==> config.mk <==
export PLATFORM = sky130hd
export DESIGN_NAME = lfcp_top
export DESIGN_NICKNAME = d
export VERILOG_FILES = /design/src/inc/lfcp_pkg.sv /design/src/verilog/lfcp_cfg_latches.sv /design/src/verilog/lfcp_channel.sv /design/src/verilog/lfcp_top.sv
export SDC_FILE = /design/constraint.sdc
export NUM_CORES = 1
export LEC_CHECK = 0
export BUFFER_PORTS_ARGS = -buffer_cell sky130_fd_sc_hd__buf_2
export CORE_MARGIN = 2
export CORE_UTILIZATION = 35
export DETAILED_ROUTE_END_ITERATION = 10
export GPL_TIMING_DRIVEN = 0
export RECOVER_POWER = 50
export SETUP_SLACK_MARGIN = 0.1
export SLEW_MARGIN = 20
export SYNTH_ARGS = -nofsm -noshare
export SYNTH_HDL_FRONTEND = slang
export SYNTH_SLANG_ARGS = --single-unit
==> constraint.sdc <==
create_clock -name aclk -period 2.3 [get_ports aclk]
set_input_delay 0.345 -clock aclk [delete_from_list [all_inputs] [get_ports aclk]]
set_output_delay 0.345 -clock aclk [all_outputs]
set_load 0.1 [all_outputs]
==> src/inc/lfcp_pkg.sv <==
// Shared constants and carrier types for the loop-back, link-fault and configuration block.
// Assumes a single 20 MHz clock and an AXI4-Lite register port with 32-bit data.
package lfcp_pkg;

    // ------------------------------------------------------------------
    // Sizes
    // ------------------------------------------------------------------
    localparam int LFCP_NCH = 4;
    localparam int LFCP_ADDR_W = 8;
    localparam int LFCP_NLATCH = 16;
    localparam int LFCP_NIRQ = 5;

    // ------------------------------------------------------------------
    // Register byte offsets
    // ------------------------------------------------------------------
    localparam logic [7:0] LFCP_CTRL_OFF = 8'h00;
    localparam logic [7:0] LFCP_STAT_OFF = 8'h04;
    localparam logic [7:0] LFCP_IRQ_STAT_OFF = 8'h08;
    localparam logic [7:0] LFCP_IRQ_MASK_OFF = 8'h0C;
    localparam logic [7:0] LFCP_LATCH_BASE = 8'h40;

    // ------------------------------------------------------------------
    // Field positions and reset values
    // ------------------------------------------------------------------
    localparam int LFCP_CTRL_LOOP_LSB = 0;
    localparam int LFCP_CTRL_LCF_LSB = 4;
    localparam int LFCP_STAT_LF_LSB = 0;
    localparam int LFCP_STAT_TRK_LSB = 4;
    localparam int LFCP_IRQ_CFG_BIT = 4;
    localparam logic [3:0] LFCP_LOOP_RST = 4'h0;
    localparam logic [3:0] LFCP_LCF_RST = 4'hF;
    localparam logic [4:0] LFCP_MASK_RST = 5'h00;
    localparam logic [3:0] LFCP_OE_LATCH = 4'hB;
    localparam logic [7:0] LFCP_CFG_INIT [LFCP_NLATCH] = '{default: 8'h00};

    // ------------------------------------------------------------------
    // AXI responses
    // ------------------------------------------------------------------
    localparam logic [1:0] LFCP_RESP_OKAY = 2'h0;
    localparam logic [1:0] LFCP_RESP_SLVERR = 2'h2;

    // ------------------------------------------------------------------
    // Carrier types
    // ------------------------------------------------------------------
    typedef struct packed {
        logic rate_bad;
        logic amp_low;
        logic density_low;
        logic rx_disabled;
        logic ref_missing;
    } lfcp_fault_t;

    typedef struct packed {
        logic cfg_write_strobe_n;
        logic [3:0] addr;
        logic [7:0] data;
    } lfcp_cfg_port_t;

endpackage : lfcp_pkg

==> src/verilog/lfcp_cfg_latches.sv <==
// Configuration latch bank written from the host configuration pins.
// Assumes the pins are synchronous to aclk and held stable around the strobe's rising edge.
`timescale 1ns/1ps
module lfcp_cfg_latches
    import lfcp_pkg::*;
(
    input wire logic aclk,
    input wire logic aresetn,
    input wire lfcp_cfg_port_t cfg_port,
    output logic [LFCP_NLATCH-1:0][7:0] latch_q,
    output logic wr_pulse
);

    logic strobe_prev_reg;
    logic capture;

    assign capture = !strobe_prev_reg && cfg_port.cfg_write_strobe_n;

    always_ff @(posedge aclk)
    begin
        if (!aresetn)
            strobe_prev_reg <= 1'b1;
        else
            strobe_prev_reg <= cfg_port.cfg_write_strobe_n;
    end

    always_ff @(posedge aclk)
    begin
        if (!aresetn)
            wr_pulse <= 1'b0;
        else
            wr_pulse <= capture;
    end

    // Each latch loads its value on the low-to-high return of the strobe.
    for (genvar i = 0; i < LFCP_NLATCH; i++)
    begin : g_latch
        always_ff @(posedge aclk)
        begin
            if (!aresetn)
                latch_q[i] <= LFCP_CFG_INIT[i];
            else if (capture && cfg_port.addr == 4'(i))
                latch_q[i] <= cfg_port.data;
        end
    end

    // ------------------------------------------------------------------
    // Checks
    // ------------------------------------------------------------------
    cfg_capture_a: assert property (@(posedge aclk) disable iff (!aresetn)
        capture |=> latch_q[$past(cfg_port.addr)] == $past(cfg_port.data))
        else $error("addressed latch did not take the data");

    strobe_edge_a: assert property (@(posedge aclk) disable iff (!aresetn)
        (!strobe_prev_reg && !cfg_port.cfg_write_strobe_n) |=> $stable(latch_q))
        else $error("latch changed while strobe held low");

    reset_init_a: assert property (@(posedge aclk) disable iff (!aresetn)
        $rose(aresetn) |-> latch_q[0] == LFCP_CFG_INIT[0]
            && latch_q[LFCP_OE_LATCH] == LFCP_CFG_INIT[LFCP_OE_LATCH])
        else $error("latch not at initial value after reset");

endmodule : lfcp_cfg_latches

==> src/verilog/lfcp_channel.sv <==
// One channel's loop-back routing, driver forcing, recovery tracking and link-fault output.
// Assumes serial streams are sampled on aclk as plain synchronous levels.
`timescale 1ns/1ps
module lfcp_channel
    import lfcp_pkg::*;
(
    input wire logic aclk,
    input wire logic aresetn,
    input wire logic serial_loop_select,
    input wire logic local_clock_force,
    input wire logic [1:0] drv_en,
    input wire logic tx_serial,
    input wire logic rx_serial,
    input wire lfcp_fault_t fault,
    output logic [1:0] serial_out,
    output logic cdr_data,
    output logic track_ref,
    output logic link_fault_n
);

    always_ff @(posedge aclk)
    begin
        if (!aresetn)
            serial_out <= 2'h0;
        else if (serial_loop_select)
            serial_out <= drv_en;
        else
            serial_out <= drv_en & {2{tx_serial}};
    end

    // The recovery input takes the own transmit stream in loop-back, never the pins.
    always_ff @(posedge aclk)
    begin
        if (!aresetn)
            cdr_data <= 1'b0;
        else
            cdr_data <= serial_loop_select ? tx_serial : rx_serial;
    end

    always_ff @(posedge aclk)
    begin
        if (!aresetn)
            track_ref <= 1'b1;
        else
            track_ref <= !local_clock_force;
    end

    always_ff @(posedge aclk)
    begin
        if (!aresetn)
            link_fault_n <= 1'b0;
        else
            link_fault_n <= !((|fault) || !local_clock_force);
    end

    // ------------------------------------------------------------------
    // Checks
    // ------------------------------------------------------------------
    loop_route_a: assert property (@(posedge aclk) disable iff (!aresetn)
        serial_loop_select |=> cdr_data == $past(tx_serial))
        else $error("loop-back did not route transmit stream");

    driver_force_a: assert property (@(posedge aclk) disable iff (!aresetn)
        serial_loop_select |=> serial_out == $past(drv_en))
        else $error("enabled drivers not forced high in loop-back");

    input_ignore_a: assert property (@(posedge aclk) disable iff (!aresetn)
        (serial_loop_select && rx_serial != tx_serial) |=> cdr_data != $past(rx_serial))
        else $error("serial input reached recovery in loop-back");

    normal_path_a: assert property (@(posedge aclk) disable iff (!aresetn)
        !serial_loop_select |=> cdr_data == $past(rx_serial)
            && serial_out == ($past(drv_en) & {2{$past(tx_serial)}}))
        else $error("normal path wrong without loop-back");

    fault_low_a: assert property (@(posedge aclk) disable iff (!aresetn)
        ((|fault) || !local_clock_force) |=> !link_fault_n)
        else $error("fault indicator not low under a fault");

    fault_high_a: assert property (@(posedge aclk) disable iff (!aresetn)
        (fault == '0 && local_clock_force) |=> link_fault_n)
        else $error("fault indicator low without any fault");

    ref_track_a: assert property (@(posedge aclk) disable iff (!aresetn)
        !local_clock_force |=> track_ref)
        else $error("recovery loop not tracking reference");

endmodule : lfcp_channel

==> src/verilog/lfcp_top.sv <==
// Top of the loop-back, link-fault and configuration block with its AXI4-Lite register port.
// Assumes one 20 MHz clock, synchronous active-low reset and pins synchronous to aclk.
//
// Operation
// - Loop-back routes a channel's transmit stream into its own receive recovery.
// - In loop-back every enabled serial driver of the channel sits at logic one.
// - In loop-back the channel's external serial inputs are ignored by recovery.
// - Without loop-back the normal transmit and receive paths apply.
// - Each channel drives an active-low link-fault output, an OR of six conditions.
// - Fault: bad rate, low amplitude, low density, rx disabled, clock force, no reference.
// - Host gives address and data, pulses strobe; addressed latch stores the data.
// - Reset loads every configuration latch with its initial value.
// - While local clock force is low, recovery tracks the channel reference clock.
//
// The register offsets and the AXI4-Lite register port were decided locally.
`timescale 1ns/1ps
module lfcp_top
    import lfcp_pkg::*;
(
    input wire logic aclk,
    input wire logic aresetn,
    input wire logic [LFCP_ADDR_W-1:0] s_axi_awaddr,
    input wire logic s_axi_awvalid,
    output logic s_axi_awready,
    input wire logic [31:0] s_axi_wdata,
    input wire logic [3:0] s_axi_wstrb,
    input wire logic s_axi_wvalid,
    output logic s_axi_wready,
    output logic [1:0] s_axi_bresp,
    output logic s_axi_bvalid,
    input wire logic s_axi_bready,
    input wire logic [LFCP_ADDR_W-1:0] s_axi_araddr,
    input wire logic s_axi_arvalid,
    output logic s_axi_arready,
    output logic [31:0] s_axi_rdata,
    output logic [1:0] s_axi_rresp,
    output logic s_axi_rvalid,
    input wire logic s_axi_rready,
    input wire lfcp_cfg_port_t cfg_port,
    input wire logic [LFCP_NCH-1:0] tx_serial,
    input wire logic [LFCP_NCH-1:0] rx_serial,
    input wire lfcp_fault_t [LFCP_NCH-1:0] ch_fault,
    output logic [LFCP_NCH-1:0][1:0] serial_out,
    output logic [LFCP_NCH-1:0] cdr_data,
    output logic [LFCP_NCH-1:0] track_ref,
    output logic [LFCP_NCH-1:0] link_fault_n,
    output logic [LFCP_NLATCH-1:0][7:0] cfg_latch,
    output logic irq
);

    // ------------------------------------------------------------------
    // Control registers
    // ------------------------------------------------------------------
    logic [LFCP_NCH-1:0] loop_reg;
    logic [LFCP_NCH-1:0] lcf_reg;
    logic [LFCP_NIRQ-1:0] irq_stat_reg;
    logic [LFCP_NIRQ-1:0] irq_mask_reg;
    logic [LFCP_NCH-1:0] lf_prev_reg;
    logic [LFCP_NIRQ-1:0] irq_event;
    logic cfg_wr_pulse;

    // ------------------------------------------------------------------
    // AXI write channel state
    // ------------------------------------------------------------------
    logic aw_hold_reg;
    logic w_hold_reg;
    logic [LFCP_ADDR_W-1:0] aw_addr_reg;
    logic [31:0] w_data_reg;
    logic [3:0] w_strb_reg;
    logic wr_do;
    logic wr_hit;
    logic wr_lane0;

    assign wr_do = aw_hold_reg && w_hold_reg && !s_axi_bvalid;
    assign wr_lane0 = w_strb_reg[0];

    always_comb
    begin
        unique case (aw_addr_reg)
            LFCP_CTRL_OFF, LFCP_IRQ_STAT_OFF, LFCP_IRQ_MASK_OFF: wr_hit = 1'b1;
            default: wr_hit = 1'b0;
        endcase
    end

    always_ff @(posedge aclk)
    begin
        if (!aresetn)
        begin
            aw_hold_reg <= 1'b0;
            aw_addr_reg <= '0;
        end
        else if (s_axi_awvalid && s_axi_awready)
        begin
            aw_hold_reg <= 1'b1;
            aw_addr_reg <= s_axi_awaddr;
        end
        else if (wr_do)
            aw_hold_reg <= 1'b0;
    end

    always_ff @(posedge aclk)
    begin
        if (!aresetn)
        begin
            w_hold_reg <= 1'b0;
            w_data_reg <= '0;
            w_strb_reg <= '0;
        end
        else if (s_axi_wvalid && s_axi_wready)
        begin
            w_hold_reg <= 1'b1;
            w_data_reg <= s_axi_wdata;
            w_strb_reg <= s_axi_wstrb;
        end
        else if (wr_do)
            w_hold_reg <= 1'b0;
    end

    // Ready falls on acceptance and returns when the response is taken.
    always_ff @(posedge aclk)
    begin
        if (!aresetn)
            s_axi_awready <= 1'b1;
        else if (s_axi_awvalid && s_axi_awready)
            s_axi_awready <= 1'b0;
        else if (s_axi_bvalid && s_axi_bready)
            s_axi_awready <= 1'b1;
    end

    always_ff @(posedge aclk)
    begin
        if (!aresetn)
            s_axi_wready <= 1'b1;
        else if (s_axi_wvalid && s_axi_wready)
            s_axi_wready <= 1'b0;
        else if (s_axi_bvalid && s_axi_bready)
            s_axi_wready <= 1'b1;
    end

    always_ff @(posedge aclk)
    begin
        if (!aresetn)
        begin
            s_axi_bvalid <= 1'b0;
            s_axi_bresp <= LFCP_RESP_OKAY;
        end
        else if (wr_do)
        begin
            s_axi_bvalid <= 1'b1;
            s_axi_bresp <= wr_hit ? LFCP_RESP_OKAY : LFCP_RESP_SLVERR;
        end
        else if (s_axi_bready)
            s_axi_bvalid <= 1'b0;
    end

    // ------------------------------------------------------------------
    // Register writes
    // ------------------------------------------------------------------
    always_ff @(posedge aclk)
    begin
        if (!aresetn)
        begin
            loop_reg <= LFCP_LOOP_RST;
            lcf_reg <= LFCP_LCF_RST;
        end
        else if (wr_do && wr_lane0 && aw_addr_reg == LFCP_CTRL_OFF)
        begin
            loop_reg <= w_data_reg[LFCP_CTRL_LOOP_LSB +: LFCP_NCH];
            lcf_reg <= w_data_reg[LFCP_CTRL_LCF_LSB +: LFCP_NCH];
        end
    end

    always_ff @(posedge aclk)
    begin
        if (!aresetn)
            irq_mask_reg <= LFCP_MASK_RST;
        else if (wr_do && wr_lane0 && aw_addr_reg == LFCP_IRQ_MASK_OFF)
            irq_mask_reg <= w_data_reg[LFCP_NIRQ-1:0];
    end

    // A new event in the clearing cycle survives the write of one.
    always_ff @(posedge aclk)
    begin
        if (!aresetn)
            irq_stat_reg <= '0;
        else if (wr_do && wr_lane0 && aw_addr_reg == LFCP_IRQ_STAT_OFF)
            irq_stat_reg <= (irq_stat_reg & ~w_data_reg[LFCP_NIRQ-1:0]) | irq_event;
        else
            irq_stat_reg <= irq_stat_reg | irq_event;
    end

    always_ff @(posedge aclk)
    begin
        // Starts at the reset level of the fault outputs, so leaving reset is no event.
        if (!aresetn)
            lf_prev_reg <= '0;
        else
            lf_prev_reg <= link_fault_n;
    end

    assign irq_event = {cfg_wr_pulse, lf_prev_reg & ~link_fault_n};

    always_ff @(posedge aclk)
    begin
        if (!aresetn)
            irq <= 1'b0;
        else
            irq <= |(irq_stat_reg & irq_mask_reg);
    end

    // ------------------------------------------------------------------
    // AXI read channel
    // ------------------------------------------------------------------
    logic [31:0] rd_word;
    logic rd_hit;
    logic [3:0] rd_latch_idx;

    assign rd_latch_idx = s_axi_araddr[5:2];

    always_comb
    begin
        rd_word = '0;
        rd_hit = 1'b1;
        if (s_axi_araddr[7:6] == LFCP_LATCH_BASE[7:6] && s_axi_araddr[1:0] == 2'h0)
            rd_word[7:0] = cfg_latch[rd_latch_idx];
        else
        begin
            unique case (s_axi_araddr)
                LFCP_CTRL_OFF:
                begin
                    rd_word[LFCP_CTRL_LOOP_LSB +: LFCP_NCH] = loop_reg;
                    rd_word[LFCP_CTRL_LCF_LSB +: LFCP_NCH] = lcf_reg;
                end
                LFCP_STAT_OFF:
                begin
                    rd_word[LFCP_STAT_LF_LSB +: LFCP_NCH] = link_fault_n;
                    rd_word[LFCP_STAT_TRK_LSB +: LFCP_NCH] = track_ref;
                end
                LFCP_IRQ_STAT_OFF: rd_word[LFCP_NIRQ-1:0] = irq_stat_reg;
                LFCP_IRQ_MASK_OFF: rd_word[LFCP_NIRQ-1:0] = irq_mask_reg;
                default: rd_hit = 1'b0;
            endcase
        end
    end

    always_ff @(posedge aclk)
    begin
        if (!aresetn)
            s_axi_arready <= 1'b1;
        else if (s_axi_arvalid && s_axi_arready)
            s_axi_arready <= 1'b0;
        else if (s_axi_rvalid && s_axi_rready)
            s_axi_arready <= 1'b1;
    end

    always_ff @(posedge aclk)
    begin
        if (!aresetn)
        begin
            s_axi_rvalid <= 1'b0;
            s_axi_rdata <= '0;
            s_axi_rresp <= LFCP_RESP_OKAY;
        end
        else if (s_axi_arvalid && s_axi_arready)
        begin
            s_axi_rvalid <= 1'b1;
            s_axi_rdata <= rd_word;
            s_axi_rresp <= rd_hit ? LFCP_RESP_OKAY : LFCP_RESP_SLVERR;
        end
        else if (s_axi_rready)
            s_axi_rvalid <= 1'b0;
    end

    // ------------------------------------------------------------------
    // Configuration latches and channels
    // ------------------------------------------------------------------
    lfcp_cfg_latches u_latches (
        .aclk(aclk),
        .aresetn(aresetn),
        .cfg_port(cfg_port),
        .latch_q(cfg_latch),
        .wr_pulse(cfg_wr_pulse)
    );

    // The driver enable latch holds two enables per channel, lower pair for channel zero.
    for (genvar c = 0; c < LFCP_NCH; c++)
    begin : g_ch
        lfcp_channel u_ch (
            .aclk(aclk),
            .aresetn(aresetn),
            .serial_loop_select(loop_reg[c]),
            .local_clock_force(lcf_reg[c]),
            .drv_en(cfg_latch[LFCP_OE_LATCH][2*c +: 2]),
            .tx_serial(tx_serial[c]),
            .rx_serial(rx_serial[c]),
            .fault(ch_fault[c]),
            .serial_out(serial_out[c]),
            .cdr_data(cdr_data[c]),
            .track_ref(track_ref[c]),
            .link_fault_n(link_fault_n[c])
        );
    end

    // ------------------------------------------------------------------
    // Checks
    // ------------------------------------------------------------------
    loop_ctrl_a: assert property (@(posedge aclk) disable iff (!aresetn)
        loop_reg[0] |=> cdr_data[0] == $past(tx_serial[0]))
        else $error("loop-back control did not steer channel zero");

    fault_event_a: assert property (@(posedge aclk) disable iff (!aresetn)
        (lf_prev_reg[0] && !link_fault_n[0]) |=> irq_stat_reg[0])
        else $error("link fault event not recorded");

    irq_level_a: assert property (@(posedge aclk) disable iff (!aresetn)
        |(irq_stat_reg & irq_mask_reg) |=> irq)
        else $error("interrupt not raised for unmasked status");

endmodule : lfcp_top

======== Word-level counts from Yosys, hierarchy flattened ========
Index checks and enable logic that the tools add are counted.
word-level totals
  bits in registers ....................... 209
  input bits .............................. 100
  output and inout bits ................... 190
  logic and storage cells ................. 178
cells by class
  order comparisons ....................... 1
  equality and inequality tests ........... 21
  mux-type cells .......................... 31
  bitwise logic cells ..................... 11
  reductions and logical operators ........ 61
operators with widths
  kind                                                                           count
  8-bit binary-select mux with 4-bit select                                      1
  4-bit equality test (second input constant)                                    8
  8-bit by 4-bit equality test with 1-bit output (second input constant)         4
  1-bit logical AND                                                              29
  5-bit OR reduction                                                             5
  5-bit one-hot mux with 4 select lines                                          1
  1-bit 2-to-1 mux                                                               19
  4-bit by 3-bit equality test with 1-bit output (second input constant)         4
  8-bit logical NOT                                                              2
  8-bit 2-to-1 mux                                                               2
  2-bit nonzero test                                                             7
  2-bit 2-to-1 mux                                                               6
  5-bit bitwise AND                                                              2
  1-bit logical NOT                                                              10
  5-bit bitwise OR                                                               2
  2-bit bitwise AND                                                              4
  4-bit by 2-bit equality test with 1-bit output (second input constant)         2
  8-bit by 3-bit equality test with 1-bit output (second input constant)         1
  3-bit one-hot mux with 2 select lines                                          1
  4-bit by 5-bit less-than comparator with 1-bit output (second input constant)  1
  5-bit 2-to-1 mux                                                               1
  5-bit inverter                                                                 1
  4-bit bitwise AND                                                              1
  4-bit by 1-bit equality test with 1-bit output (second input constant)         1
  7 further kinds                                                                10

======== Logic depth before layout (Yosys ltp) ========
  word-level depth ........................ 5
  depth in mapped cells ................... 7

======== By module ========
A second synthesis with hierarchy kept.
second synthesis, totals
  cells, all modules ...................... 866
  area, all modules ....................... 8901.0 µm²
modules (own cells, without submodules)
  module            times used  cells an instance  area an instance (µm²)  sequential area each (µm²)
  lfcp_cfg_latches  1           449                4732.0                  2602.5
  lfcp_top          1           357                3533.4                  1141.1
  lfcp_channel      4           15                 158.9                   100.1

======== Least setup slack after synthesis ========
OpenSTA, ideal clock, no wires.
  path type ............................... reg-to-reg
  start point ............................. reg s_axi_arready
  end point ............................... reg s_axi_rdata[5]
  library setup time ...................... 134 ps
  data arrival time ....................... 1843 ps
  path slack .............................. 323 ps
  cell stages (with the launch flop) ...... 4
  period minus slack after synthesis ...... 1977 ps
  cell sequence ........................... dfxtp_1 -> nand2_1 -> a2111oi_0 -> a21oi_1
on the way
  longest elaborated chain between the ends .. 1
ends and longest elaborated chain
  what                    RTL line         source
  from (decl)             lfcp_top.sv:34   output logic s_axi_arready,
  from (signal assigned)  lfcp_top.sv:249  s_axi_arready <= 1'b1;
  from (signal assigned)  lfcp_top.sv:251  s_axi_arready <= 1'b0;
  from (signal assigned)  lfcp_top.sv:253  s_axi_arready <= 1'b1;
  1-bit logical AND       lfcp_top.sv:264  else if (s_axi_arvalid && s_axi_arready)
  to (signal assigned)    lfcp_top.sv:267  s_axi_rdata <= rd_word;
  to (decl)               lfcp_top.sv:35   output logic [31:0] s_axi_rdata,
No other way between the ends.
A chain may end at the register's enable or synchronous reset.

======== Final worst setup path ========
  start point ............................. in s_axi_araddr[3]
  end point ............................... reg s_axi_rdata[2]
on the way
  longest elaborated chain between the ends .. 3
ends and longest elaborated chain
  what                                                                                             RTL line                          source
  from (decl)                                                                                      lfcp_top.sv:32                    input wire logic [LFCP_ADDR_W-1:0] s_axi_araddr,
  8-bit binary-select mux with 4-bit select (tied with other cells)                                lfcp_top.sv:225                   rd_word[7:0] = cfg_latch[rd_latch_idx];
  8-bit 2-to-1 mux (not written as such) or 5-bit one-hot mux with 4 select lines (tied branches)  lfcp_top.sv:225, lfcp_top.sv:228
  8-bit 2-to-1 mux *                                                                               lfcp_top.sv:224                   if (s_axi_araddr[7:6] == LFCP_LATCH_BASE[7:6] && s_axi_araddr[1:0] == 2'h0)
Mark *: on every way between the ends. The rest lies on a longest branch, timed or not. The select of a mux whose other input is x is not followed.

==> run metrics <==
1st-iter DRT viols=618; Fmax=0.4931 GHz; initial core utilization=0.3541; Final WS setup=0.2722 ns; max cap viols=0; I/O pins=290; #FFs+latches synth=207; Psw=2.413 mW; part of the power in registers=0.431; most used cell, CP=clkbuf_2; crit path time final=2.028 ns; worst hold path depth=3; number of flip-flops under the largest register name=128; Top FF cell, synth=dfxtp_1; setup_tns=0 ns; HPWL Detailed=25.58 mm; gp weighted congestion=0.9048; synth warn=0; area share of the largest cell type after synthesis=0.4379; H-tree levels=1; slowest cell on the critical path=clkbuf_1; Slew Limit Fails=0; Die H=168.4 um; CTS tree=done; DR vias/cell=5.146; path depth of the worst reg2reg path=4; status=complete, no violations; Final setup viols=0; fin crit share=0.8817; width of the die=168.4 um; Vias=8424; R2R Path Start=aw_addr_reg[1]; Clock power frac=0.439; Die Area=28370 sq um; dpl ws=0.2577 ns; Post-DP Area=11140 sq um; RSZ-0062 raised after global routing=no; area leader, netlist=dfxtp_1; worst path required time=2.70 ns; register area share after synthesis=0.4379; Placeable Area=26730 sq um; first-pass GRT wire length=49.26 mm; Port Buf Inserts=231; top area cells in the synthesized netlist=dfxtp_1 44%, mux2i_1 9.9%, a21boi_0 7.9%, nand2_1 6.1%, nor2b_1 4.7%; Antenna Nets Post-Route=0; CTS Buf Count=25; root buffer cell=clkbuf_16; initial antenna violation count=1; HP Start=ch_fault[7]; Std-Cell Rows=60; worst rel slew slack=0.2217; crit path launch=s_axi_araddr[3]; arrival time of the worst setup path=2.42 ns; overall global routing resource usage=0.2296; Setup CP Type=in -> reg; number of enable flip-flop cells after synthesis=0; Syn Inst Count=993; gr ovfl total=0; Remaining DRCs=0; area growth from synthesis to layout=26.00%; Top reg by flops=u_latches.latch_q; startpoint types=input pin; Post-synth ARST share=0; Slew @ Worst Pin=1.173 ns; crit-path max cell delay=0.52 ns; ANT cells=0; LEAKAGE=5.003 nW; Syn Area/Cell=9.531 sq um; Worst-Skew Late Latency=0.52 ns; crit path cell chain=clkbuf_2, clkbuf_1, clkbuf_2, mux4_2, mux2_1, nand2_1, a31oi_1; clock sinks=207; nature of the critical path endpoint=flip-flop; top-count cell post-synth=dfxtp_1; Worst Path Max Fanout=10; share of layout cells above drive strength 1=0.2670; area of the mapped netlist=9464 sq um; Netlist cell types=49; pwr dens=718.3 nW/um^2; switching share of total power=0.2817; largest net degree at the start of global routing=13; vias in the first global route=7961; Final Cell Area=11930 sq um; 1st-pass router iterations=5; clk slew on worst S/H paths=0.06 ns; clk buf depth=3; Worst IR Drop VDD=0.4928 mV; Synth top cells by count=207 x dfxtp_1, 153 x nand2_1, 100 x a21boi_0; Final Hold Viols=0; Internal=6.153 mW; Worst Skew=0.01306 ns; WL final=33.52 mm; Hold WC Path Type=in -> reg; Gate power share=0.129; Nets=1380; Wirelength per Cell=20.47 um
-- power groups by stage --
stage	sequential [mW]	combinational [mW]	clock (mW)
6_report	3.70	1.11	3.76
5_1_grt	3.70	1.16	3.96
4_1_cts	3.70	1.11	3.81
3_5_place_dp	3.77	1.10	0
3_3_place_gp	3.77	1.09	0
2_1_floorplan	3.97	0.622	0
-- placed cells by master, fill, tap and decap left out, drive strengths merged, types with 4 or more instances in the layout --
cell type    count
nand2          153
a21oi           17
nand3           78
a22oi           14
nor3             4
a21boi         100
a31oi            6
dfxtp          207
conb            26
nor2b           71
inv             11
clkbuf         161
o21ai           26
dlygate4sd3      4
mux4            24
buf            214
clkinv           7
mux2             5
and2            12
or4              5
mux2i           94
nor4             4
nor2            17
and3             4
-- cell families after synthesis --
family | Yosys count | synth area share
muxes | 123 | 0.1668
and+or+nand+nor | 366 | 0.1935
buffers and inverters | 121 | 0.07364
DFF | 207 | 0.4379
AOI/OAI and AO/OA | 175 | 0.1277
other | 1 | 0.0003962
-- path summary, 6_finish.rpt --
kind | to | slack (ns)
setup reg to reg | lcf_reg[2] | 0.33
setup / recovery | s_axi_rdata[2] | 0.27
hold reg to reg | g_ch[0].u_ch.track_ref | 0.43
hold / removal | g_ch[1].u_ch.link_fault_n | 0.08
-- metrics by stage --
| step | util | hold WS (ns) | std cells | power [mW] |
|---|---|---|---|---|
| 2_1_floorplan | - | 0.3883 | 1018 | 4.589 |
| 3_3_place_gp | 0.4169 | 0.4156 | 1590 | 4.866 |
| 3_5_place_dp | 0.4169 | 0.4171 | 1590 | 4.873 |
| 4_1_cts | 0.4474 | 0.06356 | 1637 | 8.615 |
| 5_1_grt | 0.4462 | 0.08740 | 1637 | 8.825 |
| 6_report | 0.4462 | 0.07519 | 1637 | 8.566 |
-- per-layer routing --
metal / part of all wire / track usage / up-vias
met2: 0.45 / 0.3673 / 343
met5: 0.00021 / 0 / -
met3: 0.075 / 0.04443 / 69
met4: 0.035 / 0.07984 / 2
met1: 0.44 / 0.3106 / 4023
li1: - / - / 3987
-- area by class of cell --
type                    count  area (sq um)
plain buffers             110         641.9
clock buffers              34         699.4
fillers                  2718         14800
clock inverters             9         76.32
inverters                  11         41.29
multi-input cells         690          4711
repair buffers            235          1185
flip-flops and latches    207          4144
well taps                 341         426.7
-- critical path, delay by kind of cell --
kind / cells / cell delay, ns
AOI/OAI and AO/OA: 1 / 0.06
muxes: 2 / 0.74
buffers and inverters: 3 / 1.16
and+or+nand+nor: 1 / 0.10
-- repair_timing --
item,CTS,global route
resized for setup,0,0
endpoints found under the hold margin,4,0
setup buffers,0,0
endpoints found under the setup margin,0,0
hold buffers,4,0
Note: power is estimated with default switching activity, not from simulation.
